## src/hw/stack_table_params.svh

```systemverilog
// constants for the stack, table write and indexed execution block
`ifndef STACK_TABLE_PARAMS_SVH
`define STACK_TABLE_PARAMS_SVH
`define OP_POP         16'h0006
`define OP_PUSH        16'h0005
`define OP_TBLWR_BASE  16'h000c
`define OP_ADD_HI6     6'h09
`define OP_BSET_HI4    4'h8
`define OP_INDEXED_SET_ONES_OP_HI8    8'h68
`define PC_STEP        21'h000002
`define PTR_STEP       21'h000001
`define K_MAX          8'h5f
`define ONES_BYTE      8'hff
`define TP_RESET       21'h000000
`define FSR_RESET      12'h000
`define MODE_NOCHG     2'h0
`define MODE_POSTINC   2'h1
`define MODE_POSTDEC   2'h2
`define MODE_PREINC    2'h3
`define FLAG_N         4
`define FLAG_OV        3
`define FLAG_Z         2
`define FLAG_DC        1
`define FLAG_C         0
`endif

```

## src/hw/stack_table_pkg.sv

```systemverilog
// types for the stack, table write and indexed execution block
package stack_table_pkg;
  typedef enum logic [2:0] {
    ST_IDLE  = 3'b001,
    ST_TWAIT = 3'b010,
    ST_TWRT  = 3'b100
  } exec_state_t;
  typedef logic [7:0]  byte_t;
  typedef logic [20:0] tptr_t;
endpackage

```

## src/hw/hold_reg_bank.sv

```systemverilog
// bank of holding registers loaded by table writes
`timescale 1ns/1ps
`include "stack_table_params.svh"
module hold_reg_bank #(
  parameter int DEPTH = 8,
  parameter int AW    = 3
) (
  // clock and reset
  input  wire logic              clock,
  input  wire logic              rst,
  // write side
  input  wire logic              wr_en,
  input  wire logic [AW-1:0]     wr_idx,
  input  wire logic [7:0]        wr_data,
  // staged image
  output logic [DEPTH*8-1:0]     hold_image
);
  logic [7:0] hold_ff [DEPTH];
  logic [7:0] nxt_hold [DEPTH];

  always_comb begin
    for (int i = 0; i < DEPTH; i++) begin
      nxt_hold[i] = hold_ff[i];
    end
    if (wr_en) begin
      nxt_hold[wr_idx] = wr_data;
    end
  end

  always_ff @(posedge clock or posedge rst) begin
    if (rst) begin
      for (int i = 0; i < DEPTH; i++) begin
        hold_ff[i] <= `ONES_BYTE;
      end
    end else begin
      for (int i = 0; i < DEPTH; i++) begin
        hold_ff[i] <= nxt_hold[i];
      end
    end
  end

  always_comb begin
    for (int i = 0; i < DEPTH; i++) begin
      hold_image[i*8 +: 8] = hold_ff[i];
    end
  end
endmodule // hold_reg_bank

```

## src/hw/stack_table_exec.sv

```systemverilog
// execution unit for stack, table write and indexed literal offset ops
// ============================================================
// Summary of operation
// RULE1: pop drops stack top; previous entry becomes top; one cycle, no flags.
// RULE2: push stores pc plus two on stack top; one cycle, no flags.
// RULE3: table write mode field: none, post-inc, post-dec, pre-inc.
// RULE4: pre-inc bumps pointer before write; post modes write then update.
// RULE5: low pointer bits pick one of eight holding registers.
// RULE6: table pointer is 21 bits, byte addressed, two megabytes.
// RULE7: pointer bit zero picks low or high byte of word.
// RULE8: holding registers only stage data; program memory untouched here.
// RULE9: indexed add sums accumulator and reg at base plus k, sets flags.
// RULE10: destination bit 0 writes accumulator, 1 writes register.
// RULE11: with extended set, 0010 01d0 plus literal decodes indexed add.
// RULE12: indexed set-ones writes ff at base plus k, no flags.
// RULE13: indexed bit-set sets bit b at base plus k, no flags.
`timescale 1ns/1ps
`include "stack_table_params.svh"
module stack_table_exec
  import stack_table_pkg::*;
#(
  parameter int DEPTH   = 31,
  parameter int SPW     = 5,
  parameter int HOLD_N  = 8,
  parameter int HOLD_AW = 3
) (
  // clock and reset
  input  wire logic               clock,
  input  wire logic               rst,
  // instruction issue
  input  wire logic               instr_valid,
  input  wire logic [15:0]        instr_word,
  input  wire logic               ext_set_en,
  input  wire logic [20:0]        pc_in,
  // data memory read port, same clock
  input  wire logic [7:0]         dmem_rdata,
  // table pointer, latch, fsr and accumulator loads from core
  input  wire logic               tp_load,
  input  wire logic [20:0]        tp_load_val,
  input  wire logic               tl_load,
  input  wire logic [7:0]         tl_load_val,
  input  wire logic               fsr_load,
  input  wire logic [11:0]        fsr_load_val,
  input  wire logic               acc_load,
  input  wire logic [7:0]         acc_load_val,
  // data memory write port and read address
  output logic                    dmem_we,
  output logic [11:0]             dmem_waddr,
  output logic [7:0]              dmem_wdata,
  output logic [11:0]             dmem_raddr,
  // architectural state
  output logic [20:0]             return_stack_top,
  output logic [SPW-1:0]          stack_depth,
  output logic [20:0]             table_pointer,
  output logic [7:0]              table_latch,
  output logic                    byte_hi_sel,
  output logic [7:0]              accum,
  output logic [4:0]              status_flags,
  output logic                    busy,
  output logic [HOLD_N*8-1:0]     hold_image
);
  // ==========================================================
  // decode
  logic        dec_pop;
  logic        dec_push;
  logic        dec_tblwr;
  logic        dec_add;
  logic        dec_bset;
  logic        dec_indexed_set_ones_op;
  logic [7:0]  lit_k;
  logic [11:0] idx_addr;

  assign lit_k    = instr_word[7:0];
  assign dec_pop  = instr_valid && instr_word == `OP_POP;   // see RULE1
  assign dec_push = instr_valid && instr_word == `OP_PUSH;  // see RULE2
  assign dec_tblwr = instr_valid && instr_word[15:2] == 14'(`OP_TBLWR_BASE >> 2); // see RULE3
  assign dec_add  = instr_valid && ext_set_en && instr_word[15:10] == `OP_ADD_HI6
                    && !instr_word[8] && lit_k <= `K_MAX;   // see RULE11
  assign dec_bset = instr_valid && ext_set_en && instr_word[15:12] == `OP_BSET_HI4
                    && !instr_word[8] && lit_k <= `K_MAX;   // see RULE13
  assign dec_indexed_set_ones_op = instr_valid && ext_set_en && instr_word[15:8] == `OP_INDEXED_SET_ONES_OP_HI8
                    && lit_k <= `K_MAX;                     // see RULE12
  // ==========================================================
  // return stack
  logic [20:0]    stk_ff [DEPTH];
  logic [20:0]    nxt_stk [DEPTH];
  logic [SPW-1:0] sp_ff;
  logic [SPW-1:0] nxt_sp;

  always_comb begin
    for (int i = 0; i < DEPTH; i++) begin
      nxt_stk[i] = stk_ff[i];
    end
    nxt_sp = sp_ff;
    if (dec_pop) begin
      for (int i = 0; i < DEPTH - 1; i++) begin
        nxt_stk[i] = stk_ff[i+1];                           // see RULE1
      end
      nxt_stk[DEPTH-1] = `TP_RESET;
      if (sp_ff != '0) begin
        nxt_sp = sp_ff - 1'b1;
      end
    end else if (dec_push) begin
      for (int i = 1; i < DEPTH; i++) begin
        nxt_stk[i] = stk_ff[i-1];                           // see RULE2
      end
      nxt_stk[0] = pc_in + `PC_STEP;                        // see RULE2
      if (sp_ff != SPW'(DEPTH)) begin
        nxt_sp = sp_ff + 1'b1;
      end
    end
  end

  always_ff @(posedge clock or posedge rst) begin
    if (rst) begin
      for (int i = 0; i < DEPTH; i++) begin
        stk_ff[i] <= `TP_RESET;
      end
      sp_ff <= '0;
    end else begin
      for (int i = 0; i < DEPTH; i++) begin
        stk_ff[i] <= nxt_stk[i];
      end
      sp_ff <= nxt_sp;
    end
  end
  // ==========================================================
  // table write sequencer
  exec_state_t state_ff;
  exec_state_t nxt_state;
  tptr_t       tp_ff;
  tptr_t       nxt_tp;
  tptr_t       wr_ptr_ff;
  tptr_t       nxt_wr_ptr;
  byte_t       tl_ff;
  byte_t       nxt_tl;
  logic        hold_we;

  always_comb begin
    nxt_state  = state_ff;
    nxt_tp     = tp_ff;
    nxt_wr_ptr = wr_ptr_ff;
    nxt_tl     = tl_load ? tl_load_val : tl_ff;
    hold_we    = 1'b0;
    if (tp_load) begin
      nxt_tp = tp_load_val;                                 // see RULE6
    end
    case (state_ff)
      ST_IDLE: begin
        if (dec_tblwr) begin
          nxt_state = ST_TWAIT;
          case (instr_word[1:0])
            `MODE_NOCHG: begin
              nxt_wr_ptr = tp_ff;                           // see RULE3
            end
            `MODE_POSTINC: begin
              nxt_wr_ptr = tp_ff;                           // see RULE4
              nxt_tp     = tp_ff + `PTR_STEP;
            end
            `MODE_POSTDEC: begin
              nxt_wr_ptr = tp_ff;                           // see RULE4
              nxt_tp     = tp_ff - `PTR_STEP;
            end
            `MODE_PREINC: begin
              nxt_wr_ptr = tp_ff + `PTR_STEP;               // see RULE4
              nxt_tp     = tp_ff + `PTR_STEP;
            end
            default: begin
              nxt_wr_ptr = tp_ff;
            end
          endcase
        end
      end
      ST_TWAIT: begin
        nxt_state = ST_TWRT;
      end
      ST_TWRT: begin
        hold_we   = 1'b1;                                   // see RULE8
        nxt_state = ST_IDLE;
      end
      default: begin
        nxt_state = ST_IDLE;
      end
    endcase
  end

  always_ff @(posedge clock or posedge rst) begin
    if (rst) begin
      state_ff  <= ST_IDLE;
      tp_ff     <= `TP_RESET;
      wr_ptr_ff <= `TP_RESET;
      tl_ff     <= 8'h00;
    end else begin
      state_ff  <= nxt_state;
      tp_ff     <= nxt_tp;
      wr_ptr_ff <= nxt_wr_ptr;
      tl_ff     <= nxt_tl;
    end
  end

  hold_reg_bank #(
    .DEPTH (HOLD_N),
    .AW    (HOLD_AW)
  ) u_hold (
    .clock      (clock),
    .rst        (rst),
    .wr_en      (hold_we),
    .wr_idx     (wr_ptr_ff[HOLD_AW-1:0]),                   // see RULE5
    .wr_data    (tl_ff),
    .hold_image (hold_image)
  );
  // ==========================================================
  // indexed literal offset ops
  logic [11:0] fsr_ff;
  logic [11:0] nxt_fsr;
  byte_t       acc_ff;
  byte_t       nxt_acc;
  logic [4:0]  flg_ff;
  logic [4:0]  nxt_flg;
  logic        we_ff;
  logic        nxt_we;
  logic [11:0] wa_ff;
  logic [11:0] nxt_wa;
  byte_t       wd_ff;
  byte_t       nxt_wd;
  logic [8:0]  sum;
  logic [4:0]  nib;

  assign idx_addr = fsr_ff + {4'h0, lit_k};
  assign sum      = {1'b0, acc_ff} + {1'b0, dmem_rdata};
  assign nib      = {1'b0, acc_ff[3:0]} + {1'b0, dmem_rdata[3:0]};

  always_comb begin
    nxt_fsr = fsr_load ? fsr_load_val : fsr_ff;
    nxt_acc = acc_load ? acc_load_val : acc_ff;
    nxt_flg = flg_ff;
    nxt_we  = 1'b0;
    nxt_wa  = idx_addr;
    nxt_wd  = wd_ff;
    if (dec_add) begin
      nxt_flg[`FLAG_C]  = sum[8];                           // see RULE9
      nxt_flg[`FLAG_DC] = nib[4];
      nxt_flg[`FLAG_Z]  = sum[7:0] == 8'h00;
      nxt_flg[`FLAG_N]  = sum[7];
      nxt_flg[`FLAG_OV] = (acc_ff[7] == dmem_rdata[7]) && (sum[7] != acc_ff[7]);
      if (instr_word[9]) begin
        nxt_we = 1'b1;                                      // see RULE10
        nxt_wd = sum[7:0];
      end else begin
        nxt_acc = sum[7:0];                                 // see RULE10
      end
    end else if (dec_indexed_set_ones_op) begin
      nxt_we = 1'b1;
      nxt_wd = `ONES_BYTE;                                  // see RULE12
    end else if (dec_bset) begin
      nxt_we = 1'b1;
      nxt_wd = dmem_rdata | (8'h01 << instr_word[11:9]);    // see RULE13
    end
  end

  always_ff @(posedge clock or posedge rst) begin
    if (rst) begin
      fsr_ff <= `FSR_RESET;
      acc_ff <= 8'h00;
      flg_ff <= 5'h00;
      we_ff  <= 1'b0;
      wa_ff  <= `FSR_RESET;
      wd_ff  <= 8'h00;
    end else begin
      fsr_ff <= nxt_fsr;
      acc_ff <= nxt_acc;
      flg_ff <= nxt_flg;
      we_ff  <= nxt_we;
      wa_ff  <= nxt_wa;
      wd_ff  <= nxt_wd;
    end
  end
  // ==========================================================
  // outputs
  logic        busy_ff;
  logic        nxt_busy;

  always_comb begin
    nxt_busy = nxt_state != ST_IDLE;
  end

  always_ff @(posedge clock or posedge rst) begin
    if (rst) begin
      busy_ff <= 1'b0;
    end else begin
      busy_ff <= nxt_busy;
    end
  end

  assign dmem_raddr       = idx_addr;
  assign dmem_we          = we_ff;
  assign dmem_waddr       = wa_ff;
  assign dmem_wdata       = wd_ff;
  assign return_stack_top = stk_ff[0];
  assign stack_depth      = sp_ff;
  assign table_pointer    = tp_ff;
  assign table_latch      = tl_ff;
  assign byte_hi_sel      = wr_ptr_ff[0];                   // see RULE7
  assign accum            = acc_ff;
  assign status_flags     = flg_ff;
  assign busy             = busy_ff;
endmodule // stack_table_exec

```

## config.mk

```make
export PLATFORM = sky130hd
export DESIGN_NAME = stack_table_exec
export DESIGN_NICKNAME = d
export VERILOG_FILES = /design/src/hw/stack_table_pkg.sv /design/src/hw/hold_reg_bank.sv /design/src/hw/stack_table_exec.sv
export VERILOG_INCLUDE_DIRS = /design/src /design/src/hw
export SDC_FILE = /design/constraint.sdc
export NUM_CORES = 2
export LEC_CHECK = 0
export ABC_AREA = 1
export BUFFER_PORTS_ARGS = -buffer_cell sky130_fd_sc_hd__clkbuf_2
export CAP_MARGIN = 25
export CORE_UTILIZATION = 60
export CTS_CLUSTER_SIZE = 10
export DETAILED_ROUTE_END_ITERATION = 12
export PLACE_DENSITY = 0.81
export SKIP_CTS_REPAIR_TIMING = 1
export SLEW_MARGIN = 15
export SYNTH_ARGS = -nofsm -noshare
export SYNTH_HDL_FRONTEND = slang
export SYNTH_SLANG_ARGS = --single-unit
```

## constraint.sdc

```tcl
create_clock -name clock -period 43.7 [get_ports clock]
set_clock_uncertainty 0.1 [all_clocks]
set_input_delay 2.185 -clock clock [delete_from_list [all_inputs] [get_ports clock]]
set_output_delay 2.185 -clock clock [all_outputs]
set_load 0.05 [all_outputs]
```

; ---- Yosys cells after proc, flatten, opt, wreduce, memory -nomap -nowiden
; Index checks and enable logic that the tools add are counted.
[totals]
mem_bits_ro = 0
latch_bits = 0
out_inout_bits = 167
ram_bits = 0
n_memories = 0
register_bits = 802
input_bits = 102
word_cells = 137
[op_classes]
n_div = 0
n_reduce_logical = 26
bitwise = 2
shifts = 1
n_eq_ne = 18
order_cmp = 3
add_sub_neg = 8
muxes = 28
multipliers = 0
[ops]
columns = cell, n
row1 = $mux 651, 2
row2 = $bwmux 64, 1
row3 = $mux 8, 8
row4 = $mux 21, 3
row5 = $pmux 21 s2, 1
row6 = $eq 16x3->1 const B, 2
row7 = $demux 8 s3, 1
row8 = $add 21x1->21 const B, 1
row9 = $add 21x2->21 const B, 1
row10 = $sub 21x1->21 const B, 1
row11 = $mux 5, 4
row12 = $eq 14x2->1 const B, 1
row13 = $logic_and 1x1->1, 14
row14 = $add 12x8->12, 1
row15 = $pmux 3 s2, 2
row16 = $add 8x8->9, 1
row17 = $eq 8x7->1 const B, 1
row18 = $le 8x7->1 const B, 1
row19 = $logic_not 8->1, 1
row20 = $or 8x8->8, 1
row21 = $shl 1x3->8 const A, 1
row22 = $eq 6x4->1 const B, 1
row23 = $add 4x4->5, 1
row24 = $add 5x1->5 const B, 1
row25 = other kinds (27), 34

; ---- Longest topological paths before layout
[depth]
word_depth = 7
ltp_mapped = 19
depth_no_buf = 17

; ---- Hierarchy
; A second synthesis with hierarchy kept.
[unflattened]
hier_cells = 4814
area_unflattened_um2 = 39825.7
[by_module_without_submodules]
columns = module, n_inst, area_per_inst_um2, seq_area_each_um2, cells_per_inst
row1 = stack_table_exec, 1, 37073.1, 18469.0, 4518
row2 = hold_reg_bank, 1, 2752.6, 1681.6, 296

; ---- Worst setup path before layout
; OpenSTA, ideal clock, no wires.
[synth_path]
kind = in2out
startpoint = input port instr_word[0]
endpoint = output port dmem_raddr[8]
arrival_time_ps = 3906
path_stages = 8
setup_slack_ps = 37509
t_required_ps = 41415
path_buffers = 0
cell_sequence = ha_1 -> inv_1 -> fa_1 -> inv_1 -> nand2_1 -> nand3_1 -> a21oi_1 -> xor2_1
[synth_between]
elab_chain_len = 1
[synth_lines]
columns = item, line
row1 = from (decl), stack_table_exec.sv:32  ; input wire logic [15:0] instr_word,
row2 = $add 12x8->12, stack_table_exec.sv:229  ; assign idx_addr = fsr_ff + {4'h0, lit_k};
row3 = to (decl), stack_table_exec.sv:50  ; output logic [11:0] dmem_raddr,
; Every way passes these cells.

; ---- Worst setup path in the final report
[layout_path]
startpoint = input port instr_word[0]
endpoint = register stk_ff[501] (netlist name)
[layout_between]
elab_chain_len = 3
word_cells_on_any_way = 6
classes_between = eq/ne (2) / mux (1) / reduce/logical (3)
[layout_lines]
columns = item, line
row1 = $eq 16x3->1 (no line), -
row2 = $logic_and 1x1->1 (no line), -
row3 = $mux 651 or $reduce_bool 2->1 (tied branches), -
row4 = "to (signal, indexed assignment)", stack_table_exec.sv:117  ; stk_ff[i] <= `TP_RESET;
row5 = "to (signal, indexed assignment)", stack_table_exec.sv:122  ; stk_ff[i] <= nxt_stk[i];
row6 = to (decl), stack_table_exec.sv:85  ; logic [20:0] stk_ff [DEPTH];
; Parallel ways exist; a longest one is shown, timed or not.
; A chain may end at the register's enable or synchronous reset.

==> flow_summary_export.csv <==
group,metric,value,unit
run_status,status,"finished clean",
layout,multi_input_comb_area,0.0156,mm²
pwr,total_power,1.54,mW
yosys,synthArstFlopShare,100,%
layout,fin_cells,5669,
clocking,cts.htree.levels,3,
layout,final_core_util,67.3,%
global_routing,grt_max_degree,219,
setup_path,slowest_delay,0.98,ns
die,die_area,0.0645,mm²
pwr,p_comb_share,7.5,%
yosys,synth-main-ff-cell,"dfrtp_1",
setup_path,critPathLaunchType,"primary input",
drt,drt-total-wl,89.4,mm
setup_path,crit_arrival,8.07,ns
yosys,synth-compound-area-share,19.8,%
layout,antenna_cells,0,
placement,place_area,0.0392,mm²
global_routing,antenna_found_initial,0,
layout,final_cell_mix,"nand2_1, o21ai_1, dfrtp_1, nor2_1, o21ai_0",
global_routing,track_usage,27.6,%
placement,port_buffers,268,
sta,fmax,131,MHz
layout,layout_commonest_cell,"nand2_1",
sta,finalCriticalPeriod,7.62,ns
layout,layout-drive-gt1-share,10.6,%
sta,fin_setup_tns,0,ns
setup_path,crit_family,"buffers and inverters",
sta,slew_headroom,24.6,%
clocking,clock_latency,0.64,ns
yosys,syn_nets,4861,
setup_path,crit_chain,"clkbuf_2, inv_2, nand2_1, nand2_1, nor2_2, nand3_4, inv_8, buf_4, buf_4, buf_4, buf_4, o21ai_0, o21ai_1",
placement,dp.cells,5534,
global_routing,grt_pass1_wl,150,mm
global_routing,gr-total-overflow,0,
die,rows,91,
yosys,ys_ff_latch,802,
yosys,yosys_warnings,0,
die,io_pins,269,
clocking,cts.clk_slew.worst_paths,0.06,ns
layout,seq_area,0.0202,mm²
pwr,leakagePower,18.0,nW
min_path,hp-class,"reg -> reg",
drt,post_drt_wl_per_cell,15.8,µm
setup_path,crit_top_cell,"buf_4",
pwr,pwr-share-seq,49.2,%
sta,slew_violations,0,
die,fp.coreArea,0.0622,mm²
setup_path,worst-setup-path-type,"in -> reg",
sta,tightest_slew,1.13,ns
yosys,netlist_instances,4734,
drt,dr.pass1.iters,8,
layout,final_cell_area,0.0418,mm²
pwr,p_per_area,36.9,mW/mm²
yosys,synth-simple-area-share,19.3,%
clocking,cts_tree,"done",
die,die_y,254,µm
drt,drc,0,
pwr,p_switching,384,µW
pwr,vdd_drop_max,0.0000366,V
yosys,synth_top_family_by_area,"compound AO/OA/AOI/OAI gates",
yosys,synth_area_per_cell,8.05,µm²
yosys,synth_xor_area_share,0.598,%
sta,rsz0062_at_grt,"false",
global_routing,grt_pass1_vias,29671,
sta,finalCritPeriodShare,17.4,%
yosys,synth_enable_flop_cells,0,
clocking,clock_sinks,802,
run,cap_violations,0,
drt,initialDrtViolationCount,3889,
setup_path,crit_buf_inv,7,
setup_path,slowest_stage,"inv_8",
pwr,internal_power,1.16,mW
yosys,synthAdderAreaFrac,0.880,%
clocking,numCtsBuffers,91,
drt,num_vias,32646,
drt,ant_nets,0,
layout,area_growth,9.78,%
placement,globalplace.congestion,0.921,
pwr,clkPwrFrac,43.4,%
pwr,sw_frac_of_total,24.9,%
setup_path,critPathRequiredTime,44.15,ns
layout,final_nets,4923,
sta,hold_viol_final,0,
yosys,muxShareOfSynthArea,0.453,%
placement,hpwl,52.9,mm
die,start_util,61.3,%
sta,setup_viol,0,
setup_path,endpoint_kind,"register",
layout,filler_cell_count,5091,
yosys,yosys.cell_types.count,40,
clocking,cts_buffer_depth,3,
setup_path,cp_max_fo,208,
yosys,synthesis.area,0.0381,mm²
yosys,yosysSeqAreaShare,52.9,%
die,die_w,254,µm
drt,routed_via_density,5.76,
clocking,clockRootBuffer,"clkbuf_16",
-- worst reg2reg max path, stage by stage (launching register included) --
cell and delay [ns]:
dfstp_2 0.56, nand4_1 0.10, nor2_1 0.09, nand3_1 0.35
inv_2 0.45, nand2_2 0.38, inv_1 0.23, o21ai_0 0.10
-- cell type report --
class                   count  area share, %
flip-flops and latches    802           48.2
repair buffers            305           4.23
multi-input cells        3412           37.4
clock inverters             8          0.174
well taps                 837           2.50
clock buffers             121           5.79
inverters                 184           1.71
-- routing by layer --
layer  GRT usage (%)  routed length [µm]  vias up
met5               0                   0        -
met2            41.7               41700      903
met4            8.73                2390        0
met1            41.4               41200    15792
li1                -                   -    15763
met3            3.74                4100      188
-- logic make-up (layout without fill, tap and decap cells) --
kind of cell,after synthesis,after routing
buffers and inverters,520,618
muxes,16,16
adders and majority gates,25,25
and+or+nand+nor,1878,1878
xor gates and xnor gates,26,26
AOI/OAI and AO/OA,1467,1467
DFF,802,802
-- power by group through the flow --
stage	combinational, mW	sequential (mW)	clock [mW]
6_report	0.115	0.759	0.669
3_3_place_gp	0.113	0.772	0
3_5_place_dp	0.114	0.772	0
4_1_cts	0.115	0.759	0.683
2_1_floorplan	0.0591	0.794	0
5_1_grt	0.126	0.759	0.712
-- stage by stage --
step / hold slack [ns] / setup slack (ns)
2_1_floorplan: 0.320 / 19.00
3_3_place_gp: 0.333 / 34.79
3_5_place_dp: 0.335 / 34.72
4_1_cts: 0.342 / 35.33
5_1_grt: 0.392 / 35.64
6_report: 0.351 / 36.08
-- synth_stat cells, types with 7 or more instances --
library cell / n / share of area (%)
nor2_1: 711 / 7.0
o22ai_1: 43 / 0.71
dfrtp_1: 737 / 48
a21oi_1: 67 / 0.88
o21ai_0: 489 / 6.4
nand3_1: 109 / 1.4
mux2_2: 10 / 0.30
clkbuf_1: 168 / 1.7
nand4_1: 19 / 0.31
o21ai_1: 815 / 11
nand2_1: 999 / 9.8
dfstp_2: 65 / 4.5
xnor2_1: 10 / 0.23
o31ai_1: 21 / 0.41
buf_4: 45 / 0.89
or2_2: 9 / 0.15
inv_1: 176 / 1.7
nor3_1: 12 / 0.16
buf_2: 111 / 1.5
inv_2: 8 / 0.079
nand3b_1: 7 / 0.14
xor2_1: 16 / 0.37
buf_6: 7 / 0.21
o211ai_1: 9 / 0.18
ha_1: 22 / 0.72
-- flip-flops by register name, summed over array words and instances (netlist names) --
name	cells
stk_ff	630
u_hold.hold_image	64
return_stack_top	21
table_pointer	21
dmem_waddr	12
fsr_ff	12
accum	8
dmem_wdata	8
table_latch	8
stack_depth	5
status_flags	5
state_ff	3
wr_ptr_ff	3
busy	1
dmem_we	1
-- worst paths after layout --
check / start / slack [ns] / cells past startpoint / endpoint
max in group asynchronous: rst / 39.41 / 6 / stk_ff[58]
hold / removal: state_ff[2] / 0.35 / 1 / state_ff[2]
setup reg to reg: state_ff[0] / 41.22 / 7 / table_pointer[2]
min in group asynchronous: rst / 1.62 / 2 / table_latch[6]
hold reg to reg: state_ff[2] / 0.35 / 1 / state_ff[2]
setup / recovery: instr_word[0] / 36.08 / 13 / stk_ff[501]
Power figures use the tool's default switching activity.
